--- src/hw/sock_force_consts.vh ---
`ifndef SOCK_FORCE_CONSTS_VH
`define SOCK_FORCE_CONSTS_VH

// Register byte addresses (low 8 address bits)
`define ADDR_EVENT      8'h00
`define ADDR_PRESENT    8'h08
`define ADDR_OVERRIDE   8'h0c
`define ADDR_IRQ_STAT   8'h40
`define ADDR_IRQ_EN     8'h44
`define ADDR_IRQ_CLR    8'h48
`define ADDR_CTRL       8'h4c

// Override register fields
`define OVR_REINTERROGATE 14
`define OVR_YV            13
`define OVR_XV            12
`define OVR_3V3           11
`define OVR_5V            10
`define OVR_INVALID       9
`define OVR_LOSS          8
`define OVR_UNRECOG       7
`define OVR_CARDBUS       5
`define OVR_SIXTEEN       4
`define OVR_PWR_EVT       3
`define OVR_DET2_EVT      2
`define OVR_DET1_EVT      1
`define OVR_STS_EVT       0

// Present-state field positions
`define PS_VOLT_LO        10
`define PS_VOLT_HI        13
`define PS_SOCK_3V3       29
`define PS_SOCK_5V        28

// Event register width
`define EVT_W             4

// Interrupt status bits
`define IRQ_W             3
`define IRQ_FORCED_EVT    0
`define IRQ_REINT_DONE    1
`define IRQ_PWRCTL_OFF    2

// Control register bit
`define CTRL_PME_EN       0

// Context flag positions inside the stored context word
`define CTX_INVALID       5
`define CTX_LOSS          4
`define CTX_UNRECOG       3
`define CTX_CARDBUS       2
`define CTX_SIXTEEN       1

// AXI responses
`define RESP_OKAY         2'b00
`define RESP_SLVERR       2'b10

`endif

--- src/hw/sticky_bits.v ---
`timescale 1ns/1ns
// Set-dominant sticky flags with a per-bit clear
module sticky_bits #(
   parameter W = 4
) (
   input  wire         clk_sys_i,
   input  wire         rst_n_i,
   input  wire         ce_i,
   input  wire [W-1:0] set_i,
   input  wire [W-1:0] clr_i,
   input  wire [W-1:0] wr_i,
   input  wire [W-1:0] wdata_i,
   output wire [W-1:0] flags_o
);
   reg [W-1:0] flags_q;
   genvar g;
   generate
      for (g = 0; g < W; g = g + 1) begin : gen_bit
         // Hardware set wins over any clear or write of zero
         always @(posedge clk_sys_i) begin
            if (!rst_n_i) begin
               flags_q[g] <= 1'b0;
            end else if (ce_i) begin
               if (set_i[g]) begin
                  flags_q[g] <= 1'b1;
               end else if (wr_i[g]) begin
                  flags_q[g] <= wdata_i[g];
               end else if (clr_i[g]) begin
                  flags_q[g] <= 1'b0;
               end
            end
         end
      end
   endgenerate
   assign flags_o = flags_q;
endmodule // sticky_bits

--- src/hw/axil_slave_port.v ---
`timescale 1ns/1ns
`include "sock_force_consts.vh"
// AXI4-Lite slave front end: one write and one read at a time
module axil_slave_port (
   input  wire        clk_sys_i,
   input  wire        rst_n_i,
   input  wire        ce_i,
   input  wire [7:0]  s_axi_awaddr_i,
   input  wire        s_axi_awvalid_i,
   output wire        s_axi_awready_o,
   input  wire [31:0] s_axi_wdata_i,
   input  wire [3:0]  s_axi_wstrb_i,
   input  wire        s_axi_wvalid_i,
   output wire        s_axi_wready_o,
   output reg  [1:0]  s_axi_bresp_o,
   output reg         s_axi_bvalid_o,
   input  wire        s_axi_bready_i,
   input  wire [7:0]  s_axi_araddr_i,
   input  wire        s_axi_arvalid_i,
   output wire        s_axi_arready_o,
   output reg  [31:0] s_axi_rdata_o,
   output reg  [1:0]  s_axi_rresp_o,
   output reg         s_axi_rvalid_o,
   input  wire        s_axi_rready_i,
   output wire        wr_en_o,
   output wire [7:0]  wr_addr_o,
   output wire [31:0] wr_data_o,
   output wire [3:0]  wr_strb_o,
   input  wire        wr_ok_i,
   output wire        rd_en_o,
   output wire [7:0]  rd_addr_o,
   input  wire [31:0] rd_data_i,
   input  wire        rd_ok_i
);
   reg        aw_have_q;
   reg        w_have_q;
   reg [7:0]  awaddr_q;
   reg [31:0] wdata_q;
   reg [3:0]  wstrb_q;

   // Accept channels independently, stall while a response is pending
   assign s_axi_awready_o = ce_i && !aw_have_q && !s_axi_bvalid_o;
   assign s_axi_wready_o  = ce_i && !w_have_q && !s_axi_bvalid_o;
   assign s_axi_arready_o = ce_i && !s_axi_rvalid_o;
   assign wr_en_o   = ce_i && aw_have_q && w_have_q && !s_axi_bvalid_o;
   assign wr_addr_o = awaddr_q;
   assign wr_data_o = wdata_q;
   assign wr_strb_o = wstrb_q;
   assign rd_en_o   = s_axi_arvalid_i && s_axi_arready_o;
   assign rd_addr_o = s_axi_araddr_i;

   // Write address/data capture and response
   always @(posedge clk_sys_i) begin
      if (!rst_n_i) begin
         aw_have_q      <= 1'b0;
         w_have_q       <= 1'b0;
         awaddr_q       <= 8'h00;
         wdata_q        <= 32'h0000_0000;
         wstrb_q        <= 4'h0;
         s_axi_bvalid_o <= 1'b0;
         s_axi_bresp_o  <= `RESP_OKAY;
      end else if (ce_i) begin
         if (s_axi_awvalid_i && s_axi_awready_o) begin
            aw_have_q <= 1'b1;
            awaddr_q  <= s_axi_awaddr_i;
         end
         if (s_axi_wvalid_i && s_axi_wready_o) begin
            w_have_q <= 1'b1;
            wdata_q  <= s_axi_wdata_i;
            wstrb_q  <= s_axi_wstrb_i;
         end
         if (wr_en_o) begin
            aw_have_q      <= 1'b0;
            w_have_q       <= 1'b0;
            s_axi_bvalid_o <= 1'b1;
            s_axi_bresp_o  <= wr_ok_i ? `RESP_OKAY : `RESP_SLVERR;
         end else if (s_axi_bvalid_o && s_axi_bready_i) begin
            s_axi_bvalid_o <= 1'b0;
         end
      end
   end

   // Read data, one cycle after address is taken
   always @(posedge clk_sys_i) begin
      if (!rst_n_i) begin
         s_axi_rvalid_o <= 1'b0;
         s_axi_rdata_o  <= 32'h0000_0000;
         s_axi_rresp_o  <= `RESP_OKAY;
      end else if (ce_i) begin
         if (rd_en_o) begin
            s_axi_rvalid_o <= 1'b1;
            s_axi_rdata_o  <= rd_ok_i ? rd_data_i : 32'h0000_0000;
            s_axi_rresp_o  <= rd_ok_i ? `RESP_OKAY : `RESP_SLVERR;
         end else if (s_axi_rvalid_o && s_axi_rready_i) begin
            s_axi_rvalid_o <= 1'b0;
         end
      end
   end
endmodule // axil_slave_port

--- src/hw/socket_force_event_logic.v ---
// The implementer's own choice: register access over AXI4-Lite.
`timescale 1ns/1ns
`include "sock_force_consts.vh"

module socket_force_event_logic #(
   parameter SOCK_3V3_CAP = 1'b1,
   parameter SOCK_5V_CAP  = 1'b1
) (
   input  wire        clk_sys_i,
   input  wire        rst_n_i,
   input  wire        global_reset_n_i,
   input  wire        ce_i,
   input  wire [7:0]  s_axi_awaddr_i,
   input  wire        s_axi_awvalid_i,
   output wire        s_axi_awready_o,
   input  wire [31:0] s_axi_wdata_i,
   input  wire [3:0]  s_axi_wstrb_i,
   input  wire        s_axi_wvalid_i,
   output wire        s_axi_wready_o,
   output wire [1:0]  s_axi_bresp_o,
   output wire        s_axi_bvalid_o,
   input  wire        s_axi_bready_i,
   input  wire [7:0]  s_axi_araddr_i,
   input  wire        s_axi_arvalid_i,
   output wire        s_axi_arready_o,
   output wire [31:0] s_axi_rdata_o,
   output wire [1:0]  s_axi_rresp_o,
   output wire        s_axi_rvalid_o,
   input  wire        s_axi_rready_i,
   input  wire [3:0]  card_volt_report_i,
   input  wire        reint_done_i,
   input  wire [5:0]  reint_flags_i,
   input  wire        socket_powered_i,
   input  wire        detect_two_status_i,
   input  wire        detect_one_status_i,
   input  wire        status_change_level_i,
   input  wire        irq_ready_level_i,
   input  wire [3:0]  event_set_i,
   output wire        reint_start_o,
   output reg         power_ctl_enable_o,
   output wire [3:0]  event_flags_o,
   output wire        irq_o
);
   // Strobes and data handed over by the bus front end
   wire        wr_en;
   wire [7:0]  wr_addr;
   wire [31:0] wr_data;
   wire [3:0]  wr_strb;
   wire        rd_en;
   wire [7:0]  rd_addr;
   reg  [31:0] rd_data;
   reg         rd_ok;
   reg         wr_ok;

   // Stored flag state
   reg  [3:0]  volt_force_q;   // forced voltage-support flags
   reg  [5:0]  ctx_q;          // {invalid, loss, unrecog, cardbus, sixteen, rsv}
   reg         pme_en_q;
   reg         reint_q;

   // Decode a write whose address hits one register; byte strobes are checked by the caller
   function wr_hit;
      input [7:0] a;
      input [7:0] target;
      begin
         wr_hit = (a == target);
      end
   endfunction

   // True for every address that holds a register
   function is_mapped;
      input [7:0] a;
      begin
         case (a)
            `ADDR_EVENT, `ADDR_PRESENT, `ADDR_OVERRIDE, `ADDR_IRQ_STAT,
            `ADDR_IRQ_EN, `ADDR_IRQ_CLR, `ADDR_CTRL: is_mapped = 1'b1;
            default: is_mapped = 1'b0;
         endcase
      end
   endfunction

   // Bus front end: one write and one read outstanding at most
   axil_slave_port u_bus (
      .clk_sys_i       (clk_sys_i),
      .rst_n_i         (rst_n_i),
      .ce_i            (ce_i),
      .s_axi_awaddr_i  (s_axi_awaddr_i),
      .s_axi_awvalid_i (s_axi_awvalid_i),
      .s_axi_awready_o (s_axi_awready_o),
      .s_axi_wdata_i   (s_axi_wdata_i),
      .s_axi_wstrb_i   (s_axi_wstrb_i),
      .s_axi_wvalid_i  (s_axi_wvalid_i),
      .s_axi_wready_o  (s_axi_wready_o),
      .s_axi_bresp_o   (s_axi_bresp_o),
      .s_axi_bvalid_o  (s_axi_bvalid_o),
      .s_axi_bready_i  (s_axi_bready_i),
      .s_axi_araddr_i  (s_axi_araddr_i),
      .s_axi_arvalid_i (s_axi_arvalid_i),
      .s_axi_arready_o (s_axi_arready_o),
      .s_axi_rdata_o   (s_axi_rdata_o),
      .s_axi_rresp_o   (s_axi_rresp_o),
      .s_axi_rvalid_o  (s_axi_rvalid_o),
      .s_axi_rready_i  (s_axi_rready_i),
      .wr_en_o         (wr_en),
      .wr_addr_o       (wr_addr),
      .wr_data_o       (wr_data),
      .wr_strb_o       (wr_strb),
      .wr_ok_i         (wr_ok),
      .rd_en_o         (rd_en),
      .rd_addr_o       (rd_addr),
      .rd_data_i       (rd_data),
      .rd_ok_i         (rd_ok)
   );

   // Override-register write strobes per byte lane
   // A voltage force only counts when its byte lane is written
   wire ovr_wr  = wr_en && wr_hit(wr_addr, `ADDR_OVERRIDE);
   wire ovr_lo  = ovr_wr && wr_strb[0];
   wire ovr_hi  = ovr_wr && wr_strb[1];
   wire reint_w = ovr_hi && wr_data[`OVR_REINTERROGATE];
   wire volt_w1 = ovr_hi && (|wr_data[`OVR_YV:`OVR_5V]);

   // Reinterrogation request pulse, one cycle
   // The interrogation engine sees one request per write of bit 14
   always @(posedge clk_sys_i) begin
      if (!rst_n_i) begin
         reint_q <= 1'b0;
      end else if (ce_i) begin
         reint_q <= reint_w;
      end
   end
   assign reint_start_o = reint_q;

   // Next automatic power-control state; re-enable beats a forced disable
   reg         power_ctl_d;
   always @* begin
      power_ctl_d = power_ctl_enable_o;
      if (reint_w || reint_done_i) begin
         power_ctl_d = 1'b1;
      end else if (volt_w1) begin
         power_ctl_d = 1'b0;
      end
   end

   // Automatic power control enable, on after bus reset
   always @(posedge clk_sys_i) begin
      if (!rst_n_i) begin
         power_ctl_enable_o <= 1'b1;
      end else if (ce_i) begin
         power_ctl_enable_o <= power_ctl_d;
      end
   end

   // Context flags: bus reset ignored while PME is enabled
   wire ctx_rst = !global_reset_n_i || (!rst_n_i && !pme_en_q);

   // Next context state; a register write beats a finishing interrogation
   reg  [3:0]  volt_force_d;
   reg  [5:0]  ctx_d;
   always @* begin
      volt_force_d = volt_force_q;
      ctx_d        = ctx_q;
      if (reint_done_i) begin
         volt_force_d = 4'h0;
         ctx_d        = reint_flags_i;
      end
      // Bits 15..8 ride on byte lane 1, bits 7..0 on lane 0
      if (ovr_hi) begin
         volt_force_d        = wr_data[`OVR_YV:`OVR_5V];
         ctx_d[`CTX_INVALID] = wr_data[`OVR_INVALID];
         ctx_d[`CTX_LOSS]    = wr_data[`OVR_LOSS];
      end
      if (ovr_lo) begin
         ctx_d[`CTX_UNRECOG] = wr_data[`OVR_UNRECOG];
         ctx_d[`CTX_CARDBUS] = wr_data[`OVR_CARDBUS];
         ctx_d[`CTX_SIXTEEN] = wr_data[`OVR_SIXTEEN];
      end
   end

   // Context and forced-voltage flags
   always @(posedge clk_sys_i) begin
      if (ctx_rst) begin
         volt_force_q <= 4'h0;
         ctx_q        <= 6'h00;
      end else if (ce_i) begin
         volt_force_q <= volt_force_d;
         ctx_q        <= ctx_d;
      end
   end

   // PME enable control bit, held by global reset only
   // It outlives a bus reset, so context flags can survive one too
   always @(posedge clk_sys_i) begin
      if (!global_reset_n_i) begin
         pme_en_q <= 1'b0;
      end else if (ce_i && wr_en && wr_hit(wr_addr, `ADDR_CTRL) &&
                   wr_strb[0]) begin
         pme_en_q <= wr_data[`CTRL_PME_EN];
      end
   end

   // Event register writes: live status inputs are never touched
   // A hardware event in the write cycle beats a forced zero
   wire [3:0] evt_wr = {4{ovr_lo}};
   sticky_bits #(
      .W (`EVT_W)
   ) u_events (
      .clk_sys_i (clk_sys_i),
      .rst_n_i   (rst_n_i),
      .ce_i      (ce_i),
      .set_i     (event_set_i),
      .clr_i     (4'h0),
      .wr_i      (evt_wr),
      .wdata_i   (wr_data[`OVR_PWR_EVT:`OVR_STS_EVT]),
      .flags_o   (event_flags_o)
   );

   // Interrupt sources
   // Forced events, finished scans and lost power control each set a bit
   wire [2:0] irq_set;
   wire [2:0] irq_stat;
   reg  [2:0] irq_en_q;
   wire       irq_clr_w = wr_en && wr_hit(wr_addr, `ADDR_IRQ_CLR) &&
                          wr_strb[0];
   assign irq_set[`IRQ_FORCED_EVT] = ovr_lo &&
                                     (|wr_data[`OVR_PWR_EVT:`OVR_STS_EVT]);
   assign irq_set[`IRQ_REINT_DONE] = ce_i && reint_done_i;
   assign irq_set[`IRQ_PWRCTL_OFF] = volt_w1 && !reint_w;
   sticky_bits #(
      .W (`IRQ_W)
   ) u_irq (
      .clk_sys_i (clk_sys_i),
      .rst_n_i   (rst_n_i),
      .ce_i      (ce_i),
      .set_i     (irq_set),
      .clr_i     (irq_clr_w ? wr_data[2:0] : 3'h0),
      .wr_i      (3'h0),
      .wdata_i   (3'h0),
      .flags_o   (irq_stat)
   );

   // Interrupt enable register
   // Only the low lane carries the three enable bits
   always @(posedge clk_sys_i) begin
      if (!rst_n_i) begin
         irq_en_q <= 3'h0;
      end else if (ce_i && wr_en && wr_hit(wr_addr, `ADDR_IRQ_EN) &&
                   wr_strb[0]) begin
         irq_en_q <= wr_data[2:0];
      end
   end
   // Level interrupt while any enabled status bit stands
   assign irq_o = |(irq_stat & irq_en_q);

   // Present-state fields; voltage flags forced or card-reported
   wire [3:0]  volt_rd     = volt_force_q | card_volt_report_i;
   wire [1:0]  ps_sock_cap = {SOCK_3V3_CAP, SOCK_5V_CAP};
   wire [2:0]  ps_ctx_hi   = ctx_q[`CTX_INVALID:`CTX_UNRECOG];
   wire [1:0]  ps_ctx_lo   = ctx_q[`CTX_CARDBUS:`CTX_SIXTEEN];
   wire [3:0]  ps_live     = {socket_powered_i, detect_two_status_i,
                              detect_one_status_i, status_change_level_i};

   // Present-state image; bits 31..30 and 27..14 read as zero
   wire [31:0] present_rd  = {2'b00, ps_sock_cap, 14'h0000, volt_rd,
                              ps_ctx_hi, irq_ready_level_i, ps_ctx_lo,
                              ps_live};

   // Write legality: any mapped write address is accepted
   always @* begin
      wr_ok = is_mapped(wr_addr);
   end

   // Read multiplexer; unmapped addresses answer an error with zero data
   always @* begin
      rd_data = 32'h0000_0000;
      rd_ok   = is_mapped(rd_addr);
      case (rd_addr)
         `ADDR_EVENT:    rd_data = {28'h0000000, event_flags_o};
         `ADDR_PRESENT:  rd_data = present_rd;
         `ADDR_OVERRIDE: rd_data = 32'h0000_0000;
         `ADDR_IRQ_STAT: rd_data = {29'h00000000, irq_stat};
         `ADDR_IRQ_EN:   rd_data = {29'h00000000, irq_en_q};
         `ADDR_IRQ_CLR:  rd_data = 32'h0000_0000;
         `ADDR_CTRL:     rd_data = {31'h00000000, pme_en_q};
         default:        rd_data = 32'h0000_0000;
      endcase
   end
endmodule // socket_force_event_logic

--- config.mk ---
export PLATFORM = sky130hd
export DESIGN_NAME = socket_force_event_logic
export DESIGN_NICKNAME = d
export VERILOG_FILES = /design/src/hw/sticky_bits.v /design/src/hw/axil_slave_port.v /design/src/hw/socket_force_event_logic.v
export VERILOG_INCLUDE_DIRS = /design/src /design/src/hw
export SDC_FILE = /design/constraint.sdc
export NUM_CORES = 1
export LEC_CHECK = 0
export BUFFER_PORTS_ARGS = -buffer_cell sky130_fd_sc_hd__clkbuf_2
export CAP_MARGIN = 20
export CELL_PAD_IN_SITES_DETAIL_PLACEMENT = 1
export CELL_PAD_IN_SITES_GLOBAL_PLACEMENT = 2
export CORE_MARGIN = 2
export CORE_UTILIZATION = 32
export DETAILED_ROUTE_END_ITERATION = 10
export PLACE_DENSITY_LB_ADDON = 0.15
export SLEW_MARGIN = 20
export SYNTH_ARGS = -nofsm -noshare
export SYNTH_HDL_FRONTEND = slang
export SYNTH_HIERARCHICAL = 1
export SYNTH_SLANG_ARGS = --single-unit
--- constraint.sdc ---
create_clock -name clk_sys_i -period 2.15 [get_ports clk_sys_i]
set_input_delay 0.5375 -clock clk_sys_i [delete_from_list [all_inputs] [get_ports clk_sys_i]]
set_output_delay 0.5375 -clock clk_sys_i [all_outputs]
set_load 0.005 [all_outputs]
# [Word level (Yosys, flattened, before mapping)]
# Cells that the tools add are included.
[classes] bitwise_logic=2 multipliers=0 n_eq_ne=12 add_sub_neg=0 n_lt_le_gt_ge=0 muxes=36 shift=0 div_mod_pow=0 n_reduce_logical=79
[op_table] operator="one-hot mux 30 bit (5 select lines)" n=1
[op_table] operator="equality test 8 x 7 -> 1 bit, second input constant" n=8
[op_table] operator="AND reduction 2 bit" n=19
[op_table] operator="equality test 8 x 4 -> 1 bit, second input constant" n=4
[op_table] operator="2-to-1 mux 30 bit" n=1
[op_table] operator="logical AND 1 bit" n=29
[op_table] operator="nonzero test 2 bit" n=14
[op_table] operator="2-to-1 mux 1 bit" n=26
[op_table] operator="zero test 8 bit" n=2
[op_table] operator="OR reduction 7 bit" n=2
[op_table] operator="zero test 1 bit" n=8
[op_table] operator="2-to-1 mux 4 bit" n=2
[op_table] operator="OR reduction 4 bit" n=2
[op_table] operator="2-to-1 mux 2 bit" n=3
[op_table] operator="2-to-1 mux 3 bit" n=2
[op_table] operator="2-to-1 mux 6 bit" n=1
[op_table] operator="OR 4 bit" n=1
[op_table] operator="bitwise AND 3 bit" n=1
[op_table] operator="OR reduction 3 bit" n=1
[op_table] operator="logical OR 1 bit" n=2
[totals] mem_bits_ro=0 n_memories=0 in_bits=81 latchBits=0 wordCells=154 out_inout_bits=48 mem_bits_rw=0 ff_bits=88

# [Longest topological paths before layout]
# Gate-level depths: netlist of run 1.
[depth] depth_word=10 mapped_depth=8 depth_no_buf=7

# [Hierarchy]
# Netlist of run 1, hierarchy kept.
[modules_own_cells] mod="axil_slave_port" seq_area_each_um2=1641.6 area_each_um2=3469.6 instances=1 cells_each=372
[modules_own_cells] mod="socket_force_event_logic" seq_area_each_um2=300.3 area_each_um2=1094.8 instances=1 cells_each=136
[modules_own_cells] mod="sticky_bits (u_events)" seq_area_each_um2=80.1 area_each_um2=176.4 instances=1 cells_each=21
[modules_own_cells] mod="sticky_bits (u_irq)" seq_area_each_um2=60.1 area_each_um2=133.9 instances=1 cells_each=16

# [Worst setup path before layout of run 1]
# OpenSTA, ideal clock, no wires.
[synth_timing] kind="in2reg" from="input port s_axi_araddr_i[1]" to="register u_bus.s_axi_rdata_o[4]" arrival_time_ns=1.755 slack_ns=0.324 required_time_ns=2.078 setup_time_ns=0.072 n_path_buf=2 cell_stages=8 cell_sequence="buf_4 nor3_1 nand2_1 nor4b_2 buf_2 and2_1 nand3_1 mux2i_1"
[synth_via] elab_cells_between_ends=11 cone_classes="6 x eq/ne; 3 x mux; 2 x reduce/logical"
[synth_rtl] item="from (decl)" line_no="socket_force_event_logic.v:23" text="input wire [7:0] s_axi_araddr_i,"
[synth_rtl] item="equality test 8 x 7 -> 1 bit, or another cell as far along" line_no="socket_force_event_logic.v:277" text="case (rd_addr)"
[synth_rtl] item="one-hot mux 30 bit (5 select lines) (*)" line_no="socket_force_event_logic.v:277"
[synth_rtl] item="net rd_data[4]" line_no="socket_force_event_logic.v:51" text="reg [31:0] rd_data;"
[synth_rtl] item="2-to-1 mux 30 bit (*)" line_no="axil_slave_port.v:92" text="s_axi_rdata_o <= rd_ok_i ? rd_data_i : 32'h0000_0000;"
[synth_rtl] item="to (signal assigned)" line_no="axil_slave_port.v:92"
[synth_rtl] item="to (decl)" line_no="axil_slave_port.v:21" text="output reg [31:0] s_axi_rdata_o,"
# Mark *: on every way through the listed nets, which the timed path passes. The rest lies on a longest branch.
# A chain may end at the register's enable or synchronous reset.

# [Final worst setup path of run 1]
[layout_timing] from="input port ce_i" to="output port s_axi_wready_o"
[layout_via] elab_chain_len=2
[layout_lines] item="from (decl)" line_no="socket_force_event_logic.v:12" text="input wire ce_i,"
[layout_lines] item="logical AND 1 bit (2 in a row)" line_no="axil_slave_port.v:43" text="assign s_axi_wready_o = ce_i && !w_have_q && !s_axi_bvalid_o;"
[layout_lines] item="to (decl)" line_no="socket_force_event_logic.v:19" text="output wire s_axi_wready_o,"
# No other way between the ends.

==> results of run 1 <==
## critical path, stage by stage
cell,delay [ns]
clkbuf_2,0.11
buf_4,0.27
or2b_1,0.27
nor2_1,0.09
clkbuf_2,0.12
## stage by stage
stage / setup slack (ns) / util [%] / area, um^2
6_report: 0.215 / 40.7 / 5120
5_1_grt: 0.0935 / 40.7 / 5120
4_1_cts: 0.174 / 40.7 / 5120
3_5_place_dp: 0.0344 / 38.1 / 4790
3_3_place_gp: 0.0822 / 38.1 / 4790
2_1_floorplan: 0.324 / - / 4210
## per-layer routing
metal | global-route usage, % | up-vias | routed length (um)
met2 | 24.6 | 82 | 4670
met1 | 21.6 | 1619 | 5230
met4 | 6.59 | 0 | 182
met3 | 2.94 | 11 | 463
met5 | 0 | - | 0
li1 | - | 1787 | -
## report_power, final
group          leakage (nW)  total [mW]  switching, mW  internal, mW
Sequential            0.682        1.64         0.0387          1.60
Clock                 0.152        1.70          0.646          1.05
Combinational          1.32       0.340          0.183         0.157
Total                  2.16        3.68          0.868          2.81
## state kept, by name, summed over array words and instances, names as in the netlist, 2 cells and up
register and cells:
ctx_q 5, irq_en_q 3, u_bus/s_axi_rdata_o 32, u_bus/wr_addr_o 8, u_bus/wr_data_o 14, u_bus/wr_strb_o 2, u_events/flags_o 4, u_irq/flags_o 3
volt_force_q 4
## placed cells by master, fill, tap and decap left out, drive strengths merged, types with 2 or more instances in the layout
cell        n
clkbuf    115
nor4bb      3
nand4       3
o21a       13
nand3      38
o22ai       7
inv         6
mux2i      69
nor3       12
a21oi      13
o32a        2
nor4        5
and4bb      2
buf        14
o21ai       2
and2        7
nor2       10
bufinv      2
clkinvlp    2
nand2b      6
dfxtp      84
nand4b      3
o211a       3
and4b       4
a21boi      3
nand2     106
conb       31
o211ai      2
## final cells by class
class | instances | area (um^2)
clock buffers | 11 | 243
clock inverters | 5 | 83.8
fillers | 1518 | 7450
inverters | 5 | 18.8
multi-input cells | 356 | 2200
flip-flops and latches | 84 | 1680
well taps | 172 | 215
repair buffers | 118 | 676
## path summary, 6_finish.rpt
kind	end	slack, ns	cells after the start
worst max-delay path	s_axi_wready_o	0.21	5
worst min-delay path	u_bus/wr_data_o[8]	0.42	3
worst min register to register	u_bus/s_axi_rdata_o[16]	0.45	2
worst max register to register	u_irq/flags_o[2]	0.26	7
==> flow_summary_export.csv, run 1 <==
group,metric,value,unit
run_status,run_status,"finished clean",
route,finalWirelength,10500,um
run,maxCapViolCount,0,
die,die_w,117,um
worst_setup_path,end_kind,"output port",
clock_tree,cts-buffers-inserted,9,
die,fp-row-count,41,
route,wl_per_cell,14.0,um
final_layout,antenna_cells,0,
timing,period_needed,1.94,ns
route,drtPass1Iterations,4,
grt,grt_use_total,15.9,%
die,ios,129,
worst_setup_path,arrival,1.40,ns
timing,hold_violations,0,
synth,syn_area,4100,um^2
place,io_buffers,105,
final_layout,drive_above_1_share,25.0,%
timing,tns,0,ns
timing,setup_viol,0,
timing,rsz0062_at_grt,"no",
timing,tightestPinTransition,0.517,ns
final_layout,nets,655,
route,postRouteAntennaNets,0,
timing,hold_ws,0.419,ns
worst_setup_path,reg2reg_from,"u_bus/s_axi_bvalid_o",
final_layout,syn_to_final_growth,24.8,%
timing,max_freq,517,MHz
die,dieArea,13700,um^2
clock_tree,cts_resized,0,
worst_hold_path,hp-start,"s_axi_wdata_i[8]",
worst_setup_path,crit_path_start,"ce_i",
timing,slew-limit-headroom,65.5,%
die,die_y,117,um
worst_setup_path,crit_path_start_kind,"input pin",
worst_setup_path,critical_path_class,"input pin to output port",
place,dp_hpwl,7610,um
place,placedCellCount,735,
timing,period_share,90.0,%
route,vias,3499,
pwr,power_density,718,nW/um^2
clock_tree,cts_tree,"done",
clock_tree,post_cts_buffers,0,
worst_setup_path,path_max_fanout,23,
clock_tree,cts_htree_levels,3,
grt,grt-ovfl-total,0,
worst_hold_path,hold_path_class,"input pin to flop",
grt,grt_pass1_wl,16900,um
timing,clock_skew,0.00615,ns
clock_tree,clock_path_buffers,2,
worst_setup_path,required,1.61,ns
die,start_util,32.7,%
synth,syn_inst,464,
final_layout,stdcell_count,751,
pwr,power_leakage,2.16,nW
route,drc,0,
clock_tree,cts_hold_buffers,0,
clock_tree,clk_pin_slew,0.06,ns
pwr,power.total,3.68,mW
die,coreArea,12600,um^2
route,drtIter0Drc,145,
grt,grt_pass1_vias,3383,
grt,antenna_found_initial,0,
synth,ys.warnings.count,6,
clock_tree,cts-root-buf,"clkbuf_16",
route,via_per_inst,4.66,
synth,synth_area_per_cell,8.84,um^2
clock_tree,cts_num_sinks,84,
pwr,ir_drop,0.385,mV
clock_tree,clock_latency,0.34,ns
timing,maxSlewViolCount,0,
place,routabilityCongestion,0.784,
grt,grt_max_degree,82,
No activity file was read; power rests on OpenSTA's default activity.
==> run 2: changes to the inputs <==
==> constraint.sdc (replaced) <==
create_clock -name clk_sys_i -period 2.15 [get_ports clk_sys_i]
set_input_delay 0.215 -clock clk_sys_i [delete_from_list [all_inputs] [get_ports clk_sys_i]]
set_output_delay 0.215 -clock clk_sys_i [all_outputs]
set_load 0.005 [all_outputs]
==> flow_summary_export.csv, run 2 (same netlist as run 1, synthesis figures left out) <==
group,metric,value,unit
run_status,run_status,"finished clean",
timing,tightestPinTransition,0.709,ns
place,routabilityCongestion,0.740,
worst_setup_path,arrival,2.21,ns
route,finalWirelength,10700,um
grt,grt_use_total,16.2,%
worst_setup_path,crit_slowest_cell,"dfxtp_1",
final_layout,antenna_cells,0,
timing,hold_violations,0,
worst_setup_path,path_buf_inv,1,
clock_tree,cts_tree,"done",
clock_tree,cts-root-buf,"clkbuf_16",
route,drtIter0Drc,185,
clock_tree,cts_resized,0,
die,coreArea,12600,um^2
worst_setup_path,cpMostUsedCell,"nand4b_1",
timing,period_needed,1.94,ns
timing,tns,0,ns
route,via_per_inst,4.67,
grt,grt_max_degree,137,
worst_hold_path,hold_path_class,"input pin to flop",
die,dieArea,13700,um^2
worst_setup_path,cp_slowest_stage_delay,0.34,ns
pwr,ir_drop,0.383,mV
clock_tree,cts_hold_buffers,0,
place,io_buffers,105,
worst_setup_path,crit_path_start_kind,"flop",
timing,rsz0062_at_grt,"no",
grt,grt-ovfl-total,0,
timing,period_share,90.3,%
grt,grt_pass1_wl,17300,um
final_layout,layout_common_cells,"nand2_1 (104), clkbuf_2 (104), dfxtp_1 (84)",
worst_setup_path,worstPathCellList,"nand4b_1, inv_1, nand4b_1, and4b_2, nor3b_1, a21oi_1, o22ai_1",
route,postRouteAntennaNets,0,
timing,setup_viol,0,
final_layout,syn_to_final_growth,22.0,%
timing,max_freq,515,MHz
run,maxCapViolCount,0,
place,place_ws,0.245,ns
die,start_util,32.7,%
grt,antenna_found_initial,0,
die,die_w,117,um
final_layout,nets,649,
die,fp-row-count,41,
pwr,power_leakage,2.10,nW
grt,grt_pass1_vias,3488,
route,vias,3481,
worst_setup_path,path_max_fanout,6,
final_layout,largest_register_ff_count,32,
route,wl_per_cell,14.3,um
timing,clock_skew,0.00882,ns
clock_tree,cts-buffers-inserted,9,
place,dp_hpwl,7590,um
worst_setup_path,path_delay_family,"simple AND/OR/NAND/NOR gates",
timing,maxSlewViolCount,0,
final_layout,drive_above_1_share,24.4,%
die,ios,129,
clock_tree,cts_htree_levels,3,
timing,slew-limit-headroom,52.4,%
timing,hold_ws,0.0924,ns
pwr,power_density,690,nW/um^2
route,drc,0,
clock_tree,cts_num_sinks,84,
worst_setup_path,end_kind,"flop",
final_layout,num-fill-cells,1549,
route,drtPass1Iterations,4,
clock_tree,clock_path_buffers,2,
clock_tree,post_cts_buffers,0,
worst_setup_path,required,2.42,ns
final_layout,top_register,"u_bus/s_axi_rdata_o",
timing,fin_ws,0.210,ns
die,die_y,117,um
worst_setup_path,critical_path_class,"flop to flop",
clock_tree,clk_pin_slew,0.07,ns
clock_tree,clock_latency,0.35,ns
run 2: layout make-up:
class	count	area, um^2	area share (%)
inverters	5	18.8	0.375
clock inverters	6	46.3	0.924
well taps	172	215	4.30
clock buffers	10	239	4.77
multi-input cells	356	2200	44.0
repair buffers	112	606	12.1
flip-flops and latches	84	1680	33.6
run 2: metrics by stage:
stage / cells / area (um^2) / total power, mW / util (%)
after floorplan: 493 / 4210 / 1.91 / -
after global placement: 729 / 4720 / 2.00 / 37.6
after detailed placement: 729 / 4720 / 2.01 / 37.6
after CTS: 745 / 5010 / 3.52 / 39.9
after global routing: 745 / 5010 / 3.62 / 39.9
final: 745 / 5010 / 3.46 / 39.9
run 2: routing by layer:
metal  share of wire, %  up-vias  GRT usage [%]
li1                   -     1781              -
met1                 50     1606           22.2
met2                 43       82           24.9
met3                5.1       12           3.19
met4                1.8        0           6.59
met5                  0        -              0
run 2: path summary, 6_finish.rpt:
kind                           start                 endpoint  slack [ns]  cells past startpoint
min reg2reg  u_bus/s_axi_rdata_o[31]  u_bus/s_axi_rdata_o[31]        0.46                      2
max             u_bus/s_axi_bvalid_o         u_irq/flags_o[2]        0.21                      7
min                s_axi_wdata_i[10]      u_bus/wr_data_o[10]        0.09                      3
max reg2reg     u_bus/s_axi_bvalid_o         u_irq/flags_o[2]        0.21                      7
run 2: where the power goes:
group	internal (mW)	switching (mW)	leakage, nW
Clock	0.822	0.663	0.135
Combinational	0.150	0.183	1.29
Sequential	1.60	0.0381	0.682
Total	2.57	0.885	2.10
run 2: tightest hold or removal path: stages:
cell      delay (ns)
clkbuf_2        0.08
nand2_1         0.04
mux2i_1         0.06
==> run 3: changes to the inputs <==
MAX_ROUTING_LAYER = met4   (was default)
==> flow_summary_export.csv, run 3 (same netlist as run 1, synthesis figures left out) <==
group,metric,value,unit
worst_hold_path,holdPathEnd,"u_bus/wr_data_o[8]",
final_layout,layout_common_cells,"nand2_1 (104), clkbuf_2 (104), dfxtp_1 (84)",
grt,grt_use_total,16.7,%
worst_setup_path,path_max_fanout,7,
grt,grt-ovfl-total,0,
timing,slew-limit-headroom,52.9,%
die,die_w,117,um
worst_hold_path,hold_path_class,"input pin to flop",
timing,rsz0062_at_grt,"no",
place,routabilityCongestion,0.750,
pwr,power_leakage,2.10,nW
run_status,run_status,"finished clean",
die,coreArea,12600,um^2
final_layout,drive_above_1_share,24.4,%
route,vias,3471,
clock_tree,cts_htree_levels,3,
final_layout,stdcell_count,745,
timing,hold_violations,0,
clock_tree,cts_tree,"done",
route,drc,0,
timing,clock_skew,0.00785,ns
clock_tree,cts_hold_buffers,0,
final_layout,antenna_cells,0,
timing,period_share,90.3,%
worst_setup_path,crit_slowest_cell,"dfxtp_1",
final_layout,largest_register_ff_count,32,
timing,maxSlewViolCount,0,
clock_tree,cts_resized,0,
timing,tightestPinTransition,0.702,ns
worst_hold_path,hp-start,"s_axi_wdata_i[8]",
grt,grt_pass1_vias,3491,
worst_setup_path,r2r_slack,0.21,ns
clock_tree,cts-root-buf,"clkbuf_16",
place,io_buffers,105,
route,drtPass1Iterations,4,
worst_setup_path,critical_path_class,"flop to flop",
grt,antenna_found_initial,0,
clock_tree,clock_path_buffers,2,
die,die_y,117,um
timing,period_needed,1.94,ns
timing,tns,0,ns
worst_setup_path,reg2reg_from,"u_bus/s_axi_bvalid_o",
worst_setup_path,cpMostUsedCell,"nand4_1",
worst_setup_path,crit_path_start_kind,"flop",
route,postRouteAntennaNets,0,
clock_tree,cts_num_sinks,84,
worst_setup_path,required,2.35,ns
pwr,power_density,690,nW/um^2
grt,grt_pass1_wl,17200,um
die,dieArea,13700,um^2
route,drtIter0Drc,174,
die,fp-row-count,41,
clock_tree,post_cts_buffers,0,
worst_setup_path,cp_slowest_stage_delay,0.34,ns
die,start_util,32.7,%
run,maxCapViolCount,0,
die,ios,129,
route,wl_per_cell,14.4,um
timing,setup_viol,0,
clock_tree,cts-buffers-inserted,9,
pwr,ir_drop,0.384,mV
route,via_per_inst,4.66,
worst_setup_path,end_kind,"flop",
timing,max_freq,515,MHz
final_layout,top_register,"u_bus/s_axi_rdata_o",
place,placedCellCount,729,
worst_setup_path,r2r_cells,6,
clock_tree,clock_latency,0.35,ns
clock_tree,clk_pin_slew,0.07,ns
route,finalWirelength,10700,um
final_layout,nets,649,
worst_hold_path,hold_depth,3,
worst_setup_path,crit_path_start,"u_bus/s_axi_bvalid_o",
final_layout,syn_to_final_growth,22.0,%
grt,grt_max_degree,137,
worst_setup_path,r2r-end,"power_ctl_enable_o",
place,dp_hpwl,7590,um
worst_setup_path,worstPathCellList,"nand4b_1, inv_1, and4b_1, nand4_1, o21ai_0, nand4_1",
final_layout,num-fill-cells,1549,
worst_setup_path,arrival,2.14,ns
## run 3: metrics by stage
step                      hold WS, ns  instance area (um^2)  power, mW  utilization [%]  worst slack [ns]
after floorplan                 0.357                  4210       1.91                -             0.543
final                          0.0963                  5010       3.46             39.9             0.209
after global placement          0.441                  4720       2.00             37.6             0.319
after global routing           0.0952                  5010       3.63             39.9            0.0137
after CTS                      0.0782                  5010       3.52             39.9             0.193
after detailed placement        0.446                  4720       2.01             37.6             0.245
## run 3: per-layer routing
layer	track usage [%]	up-vias	wire (um)
met5	-	-	0
met4	6.59	0	189
met3	2.88	12	418
met2	24.8	81	4600
met1	22.5	1595	5500
li1	-	1783	-
## run 3: layout make-up
cell class,instances,area [um^2],share of cell area [%]
Clock buffer,10,239,4.77
Clock inverter,6,46.3,0.924
Inverter,5,18.8,0.375
Multi-Input combinational cell,356,2200,44.0
Sequential cell,84,1680,33.6
Tap cell,172,215,4.30
Timing Repair Buffer,112,606,12.1
## run 3: worst max-delay path: cells and delay by family, from the launching register on
kind / cells / cell delay, ns
and+or+nand+nor: 4 / 0.91
DFF: 1 / 0.34
AOI/OAI and AO/OA: 1 / 0.31
buffers and inverters: 1 / 0.23
## run 3: worst max path at each step
stage               slack [ns]            endpoint
global route              0.01  power_ctl_enable_o
floorplan                 0.54    u_irq/flags_o[0]
CTS                       0.19  power_ctl_enable_o
global placement          0.32    u_irq/flags_o[2]
detailed placement        0.25    u_irq/flags_o[2]
finish                    0.21  power_ctl_enable_o
## run 3: power breakdown
| group | internal [mW] | switching [mW] | leakage (nW) |
|---|---|---|---|
| registers | 1.60 | 0.0383 | 0.682 |
| clock network | 0.822 | 0.663 | 0.135 |
| logic | 0.150 | 0.183 | 1.29 |
| total | 2.57 | 0.885 | 2.10 |
